==> src/verilog/can_front_pkg.sv <==
/*
  can_front_pkg: shared constants of the control, command and status front end.
  Assumes byte-wide host access with a five-bit address.
*/
package can_front_pkg;
  // host address map
  localparam logic [4:0] ADDR_CONTROL = 5'h00;
  localparam logic [4:0] ADDR_COMMAND = 5'h01;
  localparam logic [4:0] ADDR_STATUS = 5'h02;
  localparam int ADDR_W = 5;
  localparam int DATA_W = 8;

  // control byte fields
  localparam int CTL_TEST_MODE = 7;
  localparam int CTL_SYNC = 6;
  localparam int CTL_OVR_IE = 4;
  localparam int CTL_ERR_IE = 3;
  localparam int CTL_SEND_IE = 2;
  localparam int CTL_RECV_IE = 1;
  localparam int CTL_SOFT_RST = 0;
  localparam logic [7:0] CTL_WRITABLE = 8'hDF;  // bit 5 reserved, reads zero
  localparam logic [7:0] CTL_RESET_VAL = 8'h01;  // soft reset request set at power-up

  // command byte fields
  localparam int CMD_SLEEP = 4;
  localparam int CMD_OVR_CLEAR = 3;
  localparam int CMD_RX_RELEASE = 2;
  localparam int CMD_ABORT = 1;
  localparam int CMD_SEND = 0;
  localparam logic [7:0] CMD_READ_VAL = 8'hFF;

  // status byte fields
  localparam int ST_BUS_OFF = 7;
  localparam int ST_ERR_WARN = 6;
  localparam int ST_TX_ACT = 5;
  localparam int ST_RX_ACT = 4;
  localparam int ST_SEND_DONE = 3;
  localparam int ST_TXBUF_FREE = 2;
  localparam int ST_OVERRUN = 1;
  localparam int ST_RXBUF_FULL = 0;

  // unmapped reads
  localparam logic [7:0] READ_NONE = 8'h00;

  // receive buffers and sleep timing
  localparam int RX_BUFFERS = 2;
  localparam int CNT_W = 2;
  localparam int SLEEP_CLKOUT_BITS = 15;  // bit times of clock output after sleep
  localparam int SLEEP_CNT_W = 4;

  // power state
  typedef enum logic [1:0] {
    PWR_AWAKE,
    PWR_WIND_DOWN,
    PWR_ASLEEP
  } pwr_state_t;
endpackage

==> src/verilog/rx_buf_track.sv <==
/*
  rx_buf_track: occupancy of the two receive buffers, full flag and overrun detect.
  Assumes the receive engine pulses store_first before and store_done after a message.
*/
`timescale 1ns/1ps
module rx_buf_track (
  // clock and reset
  input wire logic clk,
  input wire logic sys_rst,
  // engine side
  input wire logic store_first,
  input wire logic store_done,
  // host side
  input wire logic release_pulse,
  input wire logic flush,
  // results
  output logic full_flag,
  output logic overrun_pulse,
  output logic drop_flag
);
  import can_front_pkg::*;

  logic [CNT_W-1:0] count_ff;  // messages held, 0 to 2
  logic drop_ff;  // current message is being discarded
  logic full_now;

  assign full_now = (count_ff == CNT_W'(RX_BUFFERS));
  // overrun fires on the first byte of a message with no room
  assign overrun_pulse = store_first && full_now && !flush;
  assign full_flag = (count_ff != '0);
  assign drop_flag = drop_ff;

  // drop marker spans one whole message so its tail does not count
  always_ff @(posedge clk) begin
    if (sys_rst || flush) begin
      drop_ff <= 1'b0;
    end else if (store_first) begin
      drop_ff <= full_now;
    end else if (store_done) begin
      drop_ff <= 1'b0;
    end
  end

  // occupancy: store adds, release frees the presented one
  always_ff @(posedge clk) begin
    if (sys_rst || flush) begin
      count_ff <= '0;
    end else begin
      unique case ({store_done && !drop_ff, release_pulse && count_ff != '0})
        2'b10: count_ff <= count_ff + CNT_W'(1);
        2'b01: count_ff <= count_ff - CNT_W'(1);
        default: count_ff <= count_ff;  // none, or both cancel out
      endcase
    end
  end
endmodule

==> src/verilog/can_ctrl_front.sv <==
/*
  can_ctrl_front: control, command and status bytes of a stand-alone CAN controller,
  with soft reset, send/abort, receive release, overrun and sleep/wake handling.
  Assumes a synchronous byte-wide host port and a protocol engine that reports
  frame starts, completions, receive stores, bus activity and bit ticks.
*/
`timescale 1ns/1ps
module can_ctrl_front (
  // clock and power-up reset
  input wire logic clk,
  input wire logic sys_rst,
  // host byte port
  input wire logic host_wr,
  input wire logic host_rd,
  input wire logic [can_front_pkg::ADDR_W-1:0] host_addr,
  input wire logic [can_front_pkg::DATA_W-1:0] host_wdata,
  output logic [can_front_pkg::DATA_W-1:0] host_rdata,
  // transmit engine
  input wire logic tx_start,
  input wire logic tx_done_ok,
  input wire logic tx_active,
  output logic send_pending,
  output logic abort_pulse,
  // receive engine
  input wire logic rx_active,
  input wire logic rx_store_first,
  input wire logic rx_store_done,
  output logic rx_enable,
  output logic rx_drop,
  output logic rx_release,
  // error state from confinement logic
  input wire logic bus_off_in,
  input wire logic error_warn_in,
  // bus observation and bit timing
  input wire logic bus_activity,
  input wire logic bus_free,
  input wire logic bit_tick,
  // interrupt pin level and wake flag
  input wire logic int_n,
  input wire logic wake_flag_clear,
  output logic wake_irq_flag,
  // control outputs
  output logic [can_front_pkg::DATA_W-1:0] control_byte,
  output logic soft_reset_active,
  // power
  output logic sleep_mode,
  output logic clkout_enable,
  output logic osc_run
);
  import can_front_pkg::*;

  // registers
  logic [DATA_W-1:0] ctl_ff;  // control byte
  logic sleep_req_ff;  // last written sleep request level
  logic pending_ff;  // send queued, not yet started
  logic busy_ff;  // frame on the bus
  logic done_ff;  // last requested send completed
  logic overrun_ff;  // data overrun status
  logic por_seen_ff;  // soft reset came from power-up
  logic bus_off_ff;  // shown bus-off flag
  logic err_ff;  // shown error warning flag
  logic wake_ff;  // wake interrupt flag
  logic wait_free_ff;  // woken by bus, wait for bus-free
  logic bus_off_d_ff;  // previous bus_off_in for edge detect
  logic [SLEEP_CNT_W-1:0] wind_cnt_ff;  // bit times since sleep entry
  logic [DATA_W-1:0] rdata_ff;
  pwr_state_t pwr_ff;

  // decoded strobes
  logic ctl_wr;
  logic cmd_wr;
  logic rr;
  logic cmd_send;
  logic cmd_abort;
  logic cmd_release;
  logic cmd_ovr_clear;
  logic overrun_set;
  logic rx_full;
  logic sleep_ok;
  logic [DATA_W-1:0] status_byte;

  assign ctl_wr = host_wr && (host_addr == ADDR_CONTROL);
  assign cmd_wr = host_wr && (host_addr == ADDR_COMMAND);
  assign rr = ctl_ff[CTL_SOFT_RST];

  // command bits only live for the write cycle, except the sleep bit, which is stored as a level
  assign cmd_send = cmd_wr && host_wdata[CMD_SEND] && !rr;
  assign cmd_abort = cmd_wr && host_wdata[CMD_ABORT] && !rr;
  // release is not masked by soft reset; the flush during soft reset empties the buffers
  assign cmd_release = cmd_wr && host_wdata[CMD_RX_RELEASE];
  assign cmd_ovr_clear = cmd_wr && host_wdata[CMD_OVR_CLEAR];

  // control byte: host read/write; soft reset drops test mode
  // bus-off raises reset request so the node leaves the bus at once
  always_ff @(posedge clk) begin
    if (sys_rst) begin
      ctl_ff <= CTL_RESET_VAL;
    end else if (bus_off_in && !bus_off_d_ff) begin
      ctl_ff[CTL_SOFT_RST] <= 1'b1;
      ctl_ff[CTL_TEST_MODE] <= 1'b0;
    end else if (ctl_wr) begin
      ctl_ff <= host_wdata & CTL_WRITABLE;
      if (host_wdata[CTL_SOFT_RST]) begin
        ctl_ff[CTL_TEST_MODE] <= 1'b0;
      end
    end else if (rr) begin
      ctl_ff[CTL_TEST_MODE] <= 1'b0;
    end
  end

  // edge memory of bus-off input
  always_ff @(posedge clk) begin
    if (sys_rst) begin
      bus_off_d_ff <= 1'b0;
    end else begin
      bus_off_d_ff <= bus_off_in;
    end
  end

  // sleep request is a level: written one sleeps, written zero wakes
  always_ff @(posedge clk) begin
    if (sys_rst || rr) begin
      sleep_req_ff <= 1'b0;
    end else if (cmd_wr) begin
      sleep_req_ff <= host_wdata[CMD_SLEEP];
    end
  end

  // send queue: set by send, cleared by abort before start or by start
  // a zero in the send bit is no action, so the queue holds
  always_ff @(posedge clk) begin
    if (sys_rst || rr) begin
      pending_ff <= 1'b0;
    end else if (pending_ff && tx_start) begin
      pending_ff <= 1'b0;  // frame has begun; abort can no longer touch it
    end else if (cmd_abort) begin
      pending_ff <= 1'b0;
    end else if (cmd_send && !pending_ff && !busy_ff) begin
      pending_ff <= 1'b1;
    end
  end

  // frame in flight, ended by the engine or by soft reset
  always_ff @(posedge clk) begin
    if (sys_rst || rr) begin
      busy_ff <= 1'b0;
    end else if (pending_ff && tx_start) begin
      busy_ff <= 1'b1;
    end else if (!tx_active && !tx_start) begin
      busy_ff <= 1'b0;
    end
  end

  // completion flag: low from send until a good frame, aborted stays low
  always_ff @(posedge clk) begin
    if (sys_rst || rr) begin
      done_ff <= 1'b1;
    end else if (cmd_send && !pending_ff && !busy_ff) begin
      done_ff <= 1'b0;
    end else if (busy_ff && tx_done_ok) begin
      done_ff <= 1'b1;
    end
  end

  // overrun flag: detect wins over a clear in the same cycle
  always_ff @(posedge clk) begin
    if (sys_rst || rr) begin
      overrun_ff <= 1'b0;
    end else if (overrun_set) begin
      overrun_ff <= 1'b1;
    end else if (cmd_ovr_clear) begin
      overrun_ff <= 1'b0;
    end
  end

  // remember that the current soft reset began with a power-up reset
  always_ff @(posedge clk) begin
    if (sys_rst) begin
      por_seen_ff <= 1'b1;
    end else if (!rr) begin
      por_seen_ff <= 1'b0;
    end
  end

  // bus-off and error flags follow the engine, forced clear only after power-up
  always_ff @(posedge clk) begin
    if (sys_rst || (rr && por_seen_ff)) begin
      bus_off_ff <= 1'b0;
      err_ff <= 1'b0;
    end else begin
      bus_off_ff <= bus_off_in;
      err_ff <= error_warn_in;
    end
  end

  // sleep allowed only with request, quiet bus and inactive interrupt
  assign sleep_ok = sleep_req_ff && !bus_activity && int_n;

  // power sequencer: wind down keeps the clock output for 15 bit times
  always_ff @(posedge clk) begin
    if (sys_rst) begin
      pwr_ff <= PWR_AWAKE;
      wind_cnt_ff <= '0;
    end else begin
      unique case (pwr_ff)
        PWR_AWAKE: begin
          wind_cnt_ff <= '0;
          if (sleep_ok) begin
            pwr_ff <= PWR_WIND_DOWN;
          end
        end
        PWR_WIND_DOWN: begin
          if (!sleep_ok) begin
            pwr_ff <= PWR_AWAKE;
          end else if (bit_tick) begin
            wind_cnt_ff <= wind_cnt_ff + SLEEP_CNT_W'(1);
            if (wind_cnt_ff == SLEEP_CNT_W'(SLEEP_CLKOUT_BITS - 1)) begin
              pwr_ff <= PWR_ASLEEP;
            end
          end
        end
        PWR_ASLEEP: begin
          if (!sleep_ok) begin
            pwr_ff <= PWR_AWAKE;
          end
        end
      endcase
    end
  end

  // wake interrupt flag: a wake beats a clear in the same cycle
  always_ff @(posedge clk) begin
    if (sys_rst) begin
      wake_ff <= 1'b0;
    end else if (pwr_ff != PWR_AWAKE && !sleep_ok) begin
      wake_ff <= 1'b1;
    end else if (wake_flag_clear) begin
      wake_ff <= 1'b0;
    end
  end

  // a bus wake lost the start of its frame; hold reception until bus-free
  always_ff @(posedge clk) begin
    if (sys_rst) begin
      wait_free_ff <= 1'b0;
    end else if (pwr_ff != PWR_AWAKE && bus_activity) begin
      wait_free_ff <= 1'b1;
    end else if (bus_free) begin
      wait_free_ff <= 1'b0;
    end
  end

  // receive buffer occupancy and overrun
  rx_buf_track u_rx_track (
    .clk(clk),
    .sys_rst(sys_rst),
    .store_first(rx_store_first && rx_enable),
    .store_done(rx_store_done && rx_enable),
    .release_pulse(cmd_release),
    .flush(rr),
    .full_flag(rx_full),
    .overrun_pulse(overrun_set),
    .drop_flag(rx_drop)
  );

  // status byte; soft reset shows idle, complete, free, empty
  always_comb begin
    status_byte = '0;
    status_byte[ST_BUS_OFF] = bus_off_ff;
    status_byte[ST_ERR_WARN] = err_ff;
    status_byte[ST_TX_ACT] = busy_ff && !rr;
    status_byte[ST_RX_ACT] = rx_active && !rr;
    status_byte[ST_SEND_DONE] = done_ff;
    status_byte[ST_TXBUF_FREE] = !(pending_ff || busy_ff);
    status_byte[ST_OVERRUN] = overrun_ff;
    status_byte[ST_RXBUF_FULL] = rx_full;
  end

  // registered read data; writes to status are ignored, command reads as ones
  always_ff @(posedge clk) begin
    if (sys_rst) begin
      rdata_ff <= READ_NONE;
    end else if (host_rd) begin
      unique case (host_addr)
        ADDR_CONTROL: rdata_ff <= ctl_ff;
        ADDR_COMMAND: rdata_ff <= CMD_READ_VAL;
        ADDR_STATUS: rdata_ff <= status_byte;
        default: rdata_ff <= READ_NONE;
      endcase
    end
  end

  // outputs
  assign host_rdata = rdata_ff;
  assign control_byte = ctl_ff;
  assign soft_reset_active = rr;
  assign send_pending = pending_ff;
  assign abort_pulse = cmd_abort && pending_ff && !tx_start;
  assign rx_release = cmd_release;
  assign rx_enable = !wait_free_ff && !rr && pwr_ff == PWR_AWAKE;
  assign wake_irq_flag = wake_ff;
  assign sleep_mode = (pwr_ff != PWR_AWAKE);
  assign clkout_enable = (pwr_ff != PWR_ASLEEP);
  assign osc_run = (pwr_ff != PWR_ASLEEP);
endmodule

==> config.mk <==
export PLATFORM = sky130hd
export DESIGN_NAME = can_ctrl_front
export DESIGN_NICKNAME = d
export VERILOG_FILES = /design/src/verilog/can_front_pkg.sv /design/src/verilog/rx_buf_track.sv /design/src/verilog/can_ctrl_front.sv
export SDC_FILE = /design/constraint.sdc
export NUM_CORES = 1
export LEC_CHECK = 0
export ABC_AREA = 0
export BUFFER_PORTS_ARGS = -buffer_cell sky130_fd_sc_hd__buf_2
export CORE_MARGIN = 3
export CORE_UTILIZATION = 36
export CTS_BUF_LIST = sky130_fd_sc_hd__clkbuf_8
export CTS_CLUSTER_DIAMETER = 120
export DETAILED_ROUTE_END_ITERATION = 12
export PLACE_DENSITY = 0.62
export SLEW_MARGIN = 20
export SYNTH_ARGS = -nofsm -noshare
export SYNTH_HDL_FRONTEND = slang
export SYNTH_HIERARCHICAL = 1
export SYNTH_SLANG_ARGS = --single-unit
==> constraint.sdc <==
create_clock -name clk -period 2.6 [get_ports clk]
set_input_delay 0.13 -clock clk [delete_from_list [all_inputs] [get_ports clk]]
set_output_delay 0.13 -clock clk [all_outputs]
set_load 0.05 [all_outputs]
After elaboration in Yosys (flattened, before gate mapping). Index checks and enable logic that the tools add are counted.

Flip-flop bits (word level): 35. Latch bits: 0. Bits in writable memories: 0. Bits in read-only memories: 0. Input port bits: 30. Output and inout port bits: 26. Logic and storage cells: 127. Memories kept: 0.

Add/sub/neg operators: 3. $mul: 0. Divide/modulo/power cells: 0. Order comparisons: 0. Eq/ne operators: 15. Shifts and indexed selects: 0. Multiplexer cells: 26. Bitwise operators: 1. Reduce and logical (&&, ||, !) cells: 63.

Operator list (number): $logic_and 1x1->1 (31); $pmux 8 s3 (1); $reduce_bool 2->1 (11); $mux 1 (15); $logic_not 1->1 (11); $mux 2 (5); $ne 2x2->1 const B (5); $mux 4 (2); $pmux 4 s2 (1); $eq 2x2->1 const B (3); $ne 3x3->1 const B (2); $pmux 2 s3 (1); $eq 5x1->1 const B (1); $eq 5x2->1 const B (1); $logic_not 5->1 (1); $add 4x1->4 const B (1); $eq 2x1->1 const B (2); $eq 4x4->1 const B (1); $pmux 2 s2 (1); $reduce_and 4->1 (1); $logic_or 1x1->1 (3); $reduce_and 3->1 (1); $reduce_or 3->1 (1); $add 2x1->2 const B (1); other kinds (5) (5).

Depth between registers and ports, before layout. Gate-level depths: netlist (run 1).

Depth after elaboration: 7. Mapped depth: 10. Gate-level depth less buffers: 10.

Hierarchy. The synthesis (run 1) kept the hierarchy.

By module, submodules not included: can_ctrl_front (instances 1, cells an instance 185, area each 1647.8 µm², sequential area each 640.6 µm²); rx_buf_track (instances 1, cells an instance 18, area each 167.7 µm², sequential area each 60.1 µm²).

Worst setup path after synthesis (run 1). OpenSTA, ideal clock, no wires.

Path type: reg-to-reg. Start: register pwr_ff[0]. End: register u_rx_track.count_ff[1]. Arrival time: 3.235 ns. Required time: 2.511 ns. Path slack: -0.725 ns. Cell stages (with the launch flop): 10. Path buffers: 0. Clock period less this slack: 3.325 ns. Cells stage by stage: dfxtp_1 -> inv_1 -> ha_1 -> inv_1 -> nor3_1 -> and2_1 -> nand2b_1 -> ha_1 -> or3_1 -> a211oi_1.

Word-level cells in the longest chain between the ends: 6.

Ends and longest elaborated chain: start, declared (line can_ctrl_front.sv:67) `pwr_state_t pwr_ff;`; start signal, assigned (line can_ctrl_front.sv:202) `pwr_ff <= PWR_AWAKE;`; start signal, assigned (line can_ctrl_front.sv:209) `pwr_ff <= PWR_WIND_DOWN;`; start signal, assigned (line can_ctrl_front.sv:214) `pwr_ff <= PWR_AWAKE;`; $logic_not 2->1 (*) (line can_ctrl_front.sv:300) `assign rx_enable = !wait_free_ff && !rr && pwr_ff == PWR_AWAKE;`; $logic_and 1x1->1 (*) (line can_ctrl_front.sv:300); named net rx_enable (line can_ctrl_front.sv:28) `output logic rx_enable,`; $logic_and 1x1->1 (*) (line can_ctrl_front.sv:258) `.store_done(rx_store_done && rx_enable),`; $logic_and 1x1->1 (*) (line rx_buf_track.sv:49) `unique case ({store_done && !drop_ff, release_pulse && count_ff != '0})`; $eq 2x1->1 / $eq 2x2->1 (equally long branches) (line rx_buf_track.sv:49); $pmux 2 s2 / $reduce_bool 2->1 (equally long branches); end signal, assigned (line rx_buf_track.sv:50) `2'b10: count_ff <= count_ff + CNT_W'(1);`; end signal, assigned (line rx_buf_track.sv:51) `2'b01: count_ff <= count_ff - CNT_W'(1);`; end signal, assigned (line rx_buf_track.sv:52) `default: count_ff <= count_ff;`; end, declared (line rx_buf_track.sv:23) `logic [CNT_W-1:0] count_ff;`.

The timed path passes the listed nets; every way through them passes the cells marked *. A chain may end at the register's enable or synchronous reset.

Final worst setup path (run 1).
Start: register pwr_ff[1]. End: register u_rx_track.count_ff[1].

Word-level cells in the longest chain between the ends: 6.

Ends and longest elaborated chain (line): $logic_not 2->1 (*) (can_ctrl_front.sv:300); $logic_and 1x1->1 (*) (can_ctrl_front.sv:300); $logic_and 1x1->1 (*) (can_ctrl_front.sv:258); $logic_and 1x1->1 (*) (rx_buf_track.sv:49); $eq 2x1->1 / $eq 2x2->1 (equally long branches) (rx_buf_track.sv:49); $pmux 2 s2 / $reduce_bool 2->1 (equally long branches).

Mark *: on every way between the ends. The rest lies on a longest branch, timed or not.

==> impl_metrics.yaml, run 1 <==
logic_synthesis:
  synthMuxAreaShare: 0.04480
  yosys.area_share.adder: 0.04135
  synth_compound_area_frac: 0.1578
  ys_seq_area_frac: 0.3859
  synth_cell_types: 49
  synth_top_family_by_area: "simple AND/OR/NAND/NOR gates"
  synth-edff-count: 0
  synth_area_leaders: "dfxtp_1 39%, ha_1 4.1%, nand2b_1 4.1%, mux2i_1 3.9%, a32oi_1 3.4%"
  synthArstFlopShare: 0
  synth_xor_area_frac: 0.009649
  avgSynthCellArea_um2: 8.943
  synthSimpleGateAreaFrac: 0.3101
  ys_ff_latch: 35
  yosys.area.top_type: "dfxtp_1"
  synth_area_um2: 1815
  yosysWarnings: 6
  synthFlopType: "dfxtp_1"
  synth_fp_nets: 239
  synth_top_area_share: 0.3859
  netlist_instances: 203
worst_setup_path:
  slowest_delay_ns: 0.35
  worstSetupStartpointType: "flip-flop"
  crit_start: "pwr_ff[1]"
  setup.worst_path.end_class: "flip-flop"
  endpoint: "u_rx_track/count_ff[1]"
  slowest_stage: "or3_1"
  crit_arrival_ns: 2.32
  ff2ff_setup_slack_ns: 0.48
  reg2reg_from: "pwr_ff[1]"
  crit_type: "flip-flop to flip-flop"
  reg2reg_depth: 9
  path_cells: "inv_2 -> ha_4 -> clkinvlp_4 -> nor3_4 -> and2_1 -> nand2b_1 -> ha_1 -> or3_1 -> a211oi_1"
  required_ns: 2.81
  reg2reg_to: "u_rx_track/count_ff[1]"
  cp_max_fo: 6
finish:
  layout_commonest_cell: "buf_2"
  multi_input_area_um2: 1051
  final_cell_mix: "53 x buf_2, 35 x dfxtp_1, 12 x nand2b_1"
  drive_gt1_frac: 0.3282
  n_antenna_cell: 0
  fillerInstances: 485
  stdcell_count: 326
  utilization: 0.4740
  areaGrowthSynthToFinish_pct: 24.95
  nets: 294
  seq_area_um2: 700.7
  finalInstanceArea_um2: 2268
sta:
  rsz0062_at_grt: "false"
  worst_pin_slew_ns: 0.6568
  slew_headroom: 0.5597
  tns_ns: 0
  max_freq_mhz: 472.6
  fin_skew_ns: 0.008070
  finalSetupViolations: 0
  final.period_utilization: 0.8139
  fin_hold_ws_ns: 0.02532
  hold_viol: 0
  fin_crit_ns: 2.116
  slew_viol_final: 0
clocking:
  clock-root-buffer: "clkbuf_8"
  cts_tree: "yes"
  clkLatencyLatePin_ns: 0.30
  cts_sinks: 35
  htreeDepth: 2
  numCtsBuffers: 5
  clock_path_buffers: 2
  cts_resized: 0
  hold_buffers: 0
  clkTransAtPathRegs_ns: 0.08
  cts_setup_buffers: 0
floorplan:
  ios: 56
  start_util: 0.3793
  coreArea_um2: 4786
  die_w_um: 77.02
  num_rows: 25
  die_area_um2: 5931
  chipHeight_um: 77.02
global_route:
  grt_max_degree: 33
  grt_pass1_vias: 1561
  grt_overflow: 0
  grt_pass1_wl_um: 7334
  grtUsageTotal: 0.1558
  antenna_found_initial: 0
route:
  drt-wirelength-per-cell_um: 13.42
  drc: 0
  routed_via_density: 5.086
  firstDrtPassIters: 4
  postRouteWirelength_um: 4375
  ant_nets: 0
  via_count: 1658
  first_iter_violations: 86
outcome:
  status: "complete, no violations"
pwr:
  power_density_nw_per_um2: 487.5
  p_leak_uw: 0.0008987
  peakVddDrop_mv: 0.3316
place:
  dp.cells: 318
  dp_hpwl_um: 3313
  placed_cell_area_um2: 2176
  place.gp.congestion: 0.7513
  io_buffer_count: 53
run:
  drv_cap: 0
min_path:
  hp-class: "input pin to flip-flop"
==> synth_stat cells, types with 2 or more instances <==
library cell  instances
dfxtp_1              35
nand2b_1             12
inv_1                11
nor2_1               11
nand2_1              10
o21ai_0               9
or2_2                 8
a21oi_1               7
a32oi_1               7
mux2i_1               7
and2_1                6
ha_1                  6
nor2b_1               6
clkbuf_1              5
nand3_1               5
a211oi_1              4
and3_1                4
nor3_1                4
or3_1                 4
buf_4                 3
nand3b_1              3
nand4b_1              3
a21o_1                2
a311oi_1              2
and4b_1               2
nand4_1               2
nor3b_1               2
o211ai_1              2
==> layout make-up <==
type                    count  area share
clock buffers               5     0.03034
clock inverters             3     0.01048
inverters                  11     0.01986
multi-input cells         148      0.4633
flip-flops and latches     35      0.3089
well taps                  67     0.03696
repair buffers             57      0.1302
==> logic make-up (layout without fill, tap and decap cells) <==
logic type	count (synthesis)	count (layout)
xor gates and xnor gates	2	2
AOI/OAI and AO/OA	41	41
buffers and inverters	20	76
and+or+nand+nor	90	90
DFF	35	35
adders and majority gates	6	6
muxes	8	8
other	1	1
==> power breakdown <==
group	total (uW)	leakage (uW)	switching [uW]	internal, uW
Combinational	147	0.000575	89.9	57.4
Sequential	547	0.000283	3.99	543
Clock	412	0.0000408	221	191
Total	1110	0.000899	314	792
==> state kept, by name (all words and copies together), names as in the netlist <==
register,cells
bus_off_ff,1
err_ff,1
host_rdata,8
sleep_req_ff,1
overrun_ff,1
pwr_ff,2
send_pending,1
u_rx_track/count_ff,2
wake_irq_flag,1
wait_free_ff,1
done_ff,1
por_seen_ff,1
u_rx_track/drop_flag,1
wind_cnt_ff,4
control_byte,7
busy_ff,1
bus_off_d_ff,1
==> routing by layer <==
metal / vias up / part of all wire / global-route usage
li1: 839 / - / -
met4: 0 / 0.022 / 0.08007
met5: - / 0 / 0
met3: 7 / 0.051 / 0.03286
met2: 43 / 0.46 / 0.2430
met1: 769 / 0.47 / 0.2022
==> how the worst min path moves through the flow <==
stage,start,end,slack [ns],depth (start not counted)
after global placement,error_warn_in,err_ff,0.33,2
after detailed placement,error_warn_in,err_ff,0.33,2
after CTS,error_warn_in,err_ff,0.02,2
final,error_warn_in,err_ff,0.03,2
after floorplan,sys_rst,u_rx_track/count_ff[1],0.20,1
after global routing,error_warn_in,err_ff,0.02,2
==> stage by stage <==
step / setup slack [ns] / power, uW
after floorplan: 0.003826 / 657.3
after global placement: 0.5621 / 706.8
after detailed placement: 0.4943 / 707.2
after CTS: 0.4818 / 1118
after global routing: 0.3784 / 1163
final: 0.4839 / 1106
==> worst max-delay path, delay by kind of cell (launching register included) <==
kind                       cells  cell delay, ns
AOI/OAI and AO/OA              1            0.19
buffers and inverters          2            0.22
DFF                            1            0.32
and+or+nand+nor                4            0.80
adders and majority gates      2            0.51
(Power assumes the default switching activity.)
==> inputs of run 2 (changes only) <==
==> constraint.sdc (replaced) <==
create_clock -name clk -period 2.1 [get_ports clk]
set_input_delay 0.105 -clock clk [delete_from_list [all_inputs] [get_ports clk]]
set_output_delay 0.105 -clock clk [all_outputs]
set_load 0.05 [all_outputs]
==> run 2 against run 1 <==
Effect of this change: non-clock buffer count grew 4; global-route usage decreased by 0.54 points; combinational power increased by 31%; sequential cell count unchanged; wire length up 0.55%; die area did not move; first-iteration DRC count shrank 45%; critical path type unchanged; sequential share of layout area down 0.79 points; critical path depth up 1; clock power rose by 27%; critical endpoint unchanged.
==> impl_metrics.yaml, run 2 (same netlist as run 1, synthesis figures left out) <==
floorplan:
  start_util: 0.3793
  die_w_um: 77.02
  ios: 56
  num_rows: 25
  coreArea_um2: 4786
  chipHeight_um: 77.02
  die_area_um2: 5931
place:
  dp_hpwl_um: 3357
  place.gp.congestion: 0.7521
  io_buffer_count: 53
clocking:
  numCtsBuffers: 5
  cts_sinks: 35
  clock_path_buffers: 2
  clock-root-buffer: "clkbuf_8"
  htreeDepth: 2
  clkTransAtPathRegs_ns: 0.07
  hold_buffers: 0
  clkLatencyLatePin_ns: 0.28
  cts_tree: "yes"
worst_setup_path:
  cp_max_fo: 5
  setup.worst_path.end_class: "flip-flop"
  required_ns: 2.30
  worstSetupStartpointType: "flip-flop"
  crit_type: "flip-flop to flip-flop"
  crit_arrival_ns: 2.19
finish:
  n_antenna_cell: 0
  multi_input_area_um2: 1076
  drive_gt1_frac: 0.3536
  nets: 298
  seq_area_um2: 701.9
  final_cell_mix: "53 x buf_2, 34 x dfxtp_1, 12 x nand2b_1"
  areaGrowthSynthToFinish_pct: 28.46
  fillerInstances: 471
  largest_reg_flops: 8
  layout_commonest_cell: "buf_2"
global_route:
  grt_pass1_vias: 1509
  use_met3: 0.04343
  grt.busiest_layer: "met2"
  grt_use_met1: 0.1987
  grt_pass1_wl_um: 7169
  grt_overflow: 0
  grtUsageTotal: 0.1505
  met2_usage: 0.2387
  grt_max_degree: 33
  antenna_found_initial: 0
sta:
  fin_hold_ws_ns: 0.02037
  final.period_utilization: 0.9484
  worst_pin_slew_ns: 0.5760
  slew_viol_final: 0
  fin_skew_ns: 0.003880
  hold_viol: 0
  fin_crit_ns: 1.992
  finalSetupViolations: 0
  max_freq_mhz: 502.1
  slew_headroom: 0.6131
  rsz0062_at_grt: "false"
route:
  firstDrtPassIters: 4
  drc: 0
  routed_via_density: 5.033
  first_iter_violations: 47
  via_count: 1661
  postRouteWirelength_um: 4399
  drt-wirelength-per-cell_um: 13.33
  ant_nets: 0
pwr:
  peakVddDrop_mv: 0.3695
  power_density_nw_per_um2: 598.1
  power_uw: 1395
  p_leak_uw: 0.0009386
min_path:
  hp-class: "input pin to flip-flop"
run:
  drv_cap: 0
outcome:
  status: "complete, no violations"
==> run 2: metrics by stage <==
step | setup WS (ns) | TNS [ns] | utilization | instance area, um2 | std cells
floorplan | -0.4961 | -0.8116 | - | 1844 | 203
detailed placement | 0.02037 | 0 | 0.4580 | 2192 | 320
global route | 0.004219 | 0 | 0.4873 | 2332 | 330
global placement | 0.07661 | 0 | 0.4580 | 2192 | 320
CTS | 0.01724 | 0 | 0.4790 | 2292 | 328
finish | 0.1084 | 0 | 0.4873 | 2332 | 330
==> run 2: cell type report <==
cell class                 count  share of cell area
tap                           67             0.03594
sequential                    35              0.3010
clock buffer                   7             0.04131
multi-input combinational    148              0.4614
clock inverter                 1            0.001609
inverter                      11             0.01931
timing repair buffer          61              0.1395
==> run 2: routing by layer <==
layer  wire length [um]  vias up  part of all wire
met1               2131      769              0.48
met2               1996       37              0.45
met3                238        4             0.054
met5                  0        -                 0
li1                   -      851                 -
met4                 33        0            0.0075
==> run 2: worst paths after layout <==
kind,startpoint,end,slack (ns),cells after the start
worst max-delay path,pwr_ff[0],u_rx_track/count_ff[1],0.11,10
worst min-delay path,error_warn_in,err_ff,0.02,2
worst max register to register,pwr_ff[0],u_rx_track/count_ff[1],0.11,10
worst min register to register,host_rdata[4],host_rdata[4],0.45,2
==> run 2: where the power goes <==
group	internal, uW	switching [uW]
logic	77.7	114
registers	672	5.28
clock network	294	231
total	1040	350
==> run 2: timing repair <==
action | CTS | global route
resized for setup | 0 | 4
setup endpoints to repair | 0 | 1
setup buffers | 0 | 2
==> run 2: worst max-delay path, cell delays in order, from the launching register on <==
cell and delay, ns:
dfxtp_1 0.33, inv_2 0.09, ha_4 0.17, clkinvlp_4 0.11
nor3_4 0.18, and2_4 0.17, nand2b_1 0.09, ha_4 0.17
xnor2_1 0.12, or3_4 0.33, a211oi_2 0.16
==> inputs of run 3 (changes only) <==
--- a/config.mk
+++ b/config.mk
@@ -8,11 +8,11 @@
 export ABC_AREA = 0
 export BUFFER_PORTS_ARGS = -buffer_cell sky130_fd_sc_hd__buf_2
 export CORE_MARGIN = 3
-export CORE_UTILIZATION = 36
+export CORE_UTILIZATION = 30
 export CTS_BUF_LIST = sky130_fd_sc_hd__clkbuf_8
 export CTS_CLUSTER_DIAMETER = 120
 export DETAILED_ROUTE_END_ITERATION = 12
-export PLACE_DENSITY = 0.62
+export PLACE_DENSITY = 0.54
 export SLEW_MARGIN = 20
 export SYNTH_ARGS = -nofsm -noshare
 export SYNTH_HDL_FRONTEND = slang
==> run 3 against run 2 <==
Effect of this change: die area grew 18%; worst setup slack gained 0.017 ns; sequential power is essentially flat; wire length grew 5.1%; critical endpoint unchanged; highest routed layer unchanged.
==> impl_metrics.yaml, run 3 (same netlist as run 1, synthesis figures left out) <==
floorplan:
  chipHeight_um: 83.79
  coreArea_um2: 5675
  num_rows: 27
  ios: 56
  start_util: 0.3199
  die_area_um2: 7021
  die_w_um: 83.79
sta:
  fin_skew_ns: 0.005933
  tns_ns: 0
  fin_crit_ns: 1.975
  hold_viol: 0
  final.period_utilization: 0.9403
  slew_viol_final: 0
  slew_headroom: 0.6500
  max_freq_mhz: 506.4
  worst_pin_slew_ns: 0.5249
  fin_hold_ws_ns: 0.01617
  finalSetupViolations: 0
worst_setup_path:
  worstSetupStartpointType: "flip-flop"
  ff2ff_setup_slack_ns: 0.13
  reg2reg_to: "u_rx_track/count_ff[1]"
  crit_type: "flip-flop to flip-flop"
  setup.worst_path.end_class: "flip-flop"
  required_ns: 2.30
  cp_max_fo: 4
  reg2reg_depth: 10
  crit_arrival_ns: 2.17
  reg2reg_from: "pwr_ff[0]"
clocking:
  htreeDepth: 2
  clkTransAtPathRegs_ns: 0.07
  hold_buffers: 0
  clock-root-buffer: "clkbuf_8"
  clkLatencyLatePin_ns: 0.28
  numCtsBuffers: 5
  cts_tree: "yes"
  cts_sinks: 35
  clock_path_buffers: 2
place:
  dp.cells: 324
  place.gp.congestion: 0.7407
  dp_hpwl_um: 3527
  io_buffer_count: 53
  placed_cell_area_um2: 2191
finish:
  layout_commonest_cell: "buf_2"
  nets: 299
  finalInstanceArea_um2: 2326
  fillerInstances: 614
  seq_area_um2: 701.9
  final_cell_mix: "53 x buf_2, 34 x dfxtp_1, 12 x nand2b_1"
  largest_reg_flops: 8
  n_antenna_cell: 0
  drive_gt1_frac: 0.3523
  areaGrowthSynthToFinish_pct: 28.12
  multi_input_area_um2: 1071
  stdcell_count: 336
global_route:
  grt_pass1_vias: 1574
  grt_pass1_wl_um: 7700
  grtUsageTotal: 0.1364
  grt_max_degree: 33
  antenna_found_initial: 0
  grt_overflow: 0
route:
  postRouteWirelength_um: 4625
  first_iter_violations: 59
  drt-wirelength-per-cell_um: 13.76
  via_count: 1678
  firstDrtPassIters: 4
  ant_nets: 0
  drc: 0
  routed_via_density: 4.994
min_path:
  holdPathEnd: "err_ff"
  hp-class: "input pin to flip-flop"
  hp-start: "error_warn_in"
  holdPathStages: 2
pwr:
  power_density_nw_per_um2: 578.0
  p_leak_uw: 0.0009307
  peakVddDrop_mv: 0.2577
run:
  drv_cap: 0
outcome:
  status: "complete, no violations"
[run 3: where the power goes]
| part | internal [uW] | switching (uW) | total (uW) |
|---|---|---|---|
| clock network | 227 | 242 | 469 |
| logic | 81.0 | 117 | 198 |
| registers | 672 | 5.12 | 677 |
| total | 980 | 364 | 1340 |
[run 3: area by class of cell]
type,count,area share
Clock buffer,5,0.02959
Clock inverter,3,0.006993
Inverter,11,0.01937
Multi-Input combinational cell,148,0.4605
Sequential cell,35,0.3018
Tap cell,72,0.03873
Timing Repair Buffer,62,0.1431
[run 3: what timing repair did]
item                                    CTS  global route
endpoints found under the setup margin    1             1
pin swaps                                 0             3
resized for setup                         2             1
buffers inserted                          1             3
[run 3: worst max-delay path, stage by stage (launching register included)]
cell,delay (ns)
dfxtp_1,0.33
inv_2,0.09
ha_4,0.17
clkinvlp_4,0.10
nor3_4,0.14
and2_4,0.17
nand2b_1,0.09
ha_4,0.18
xnor2_1,0.12
or3_1,0.32
a211oi_2,0.19
[run 3: how the worst max path moves through the flow]
stage               startpoint                     end  slack (ns)
floorplan            pwr_ff[1]  u_rx_track/count_ff[1]       -0.50
global placement     pwr_ff[1]  u_rx_track/count_ff[1]        0.06
detailed placement   pwr_ff[1]  u_rx_track/count_ff[1]      -0.001
CTS                  pwr_ff[1]  u_rx_track/count_ff[1]        0.02
global route         pwr_ff[0]  u_rx_track/count_ff[1]       -0.01
finish               pwr_ff[0]  u_rx_track/count_ff[1]        0.13
[run 3: metrics by stage]
stage	setup slack [ns]	total power [uW]	util
after global routing	-0.01405	1424	0.4098
after detailed placement	-0.001191	879.8	0.3860
after global placement	0.06477	878.6	0.3860
final	0.1254	1344	0.4098
after CTS	0.02377	1367	0.4037
after floorplan	-0.4961	813.8	-
[run 3: layer usage]
layer  global-route usage  wire length, um
met1               0.1886             2218
met2               0.2017             2022
met3              0.03850              313
met4              0.04825               71
met5                    0                0
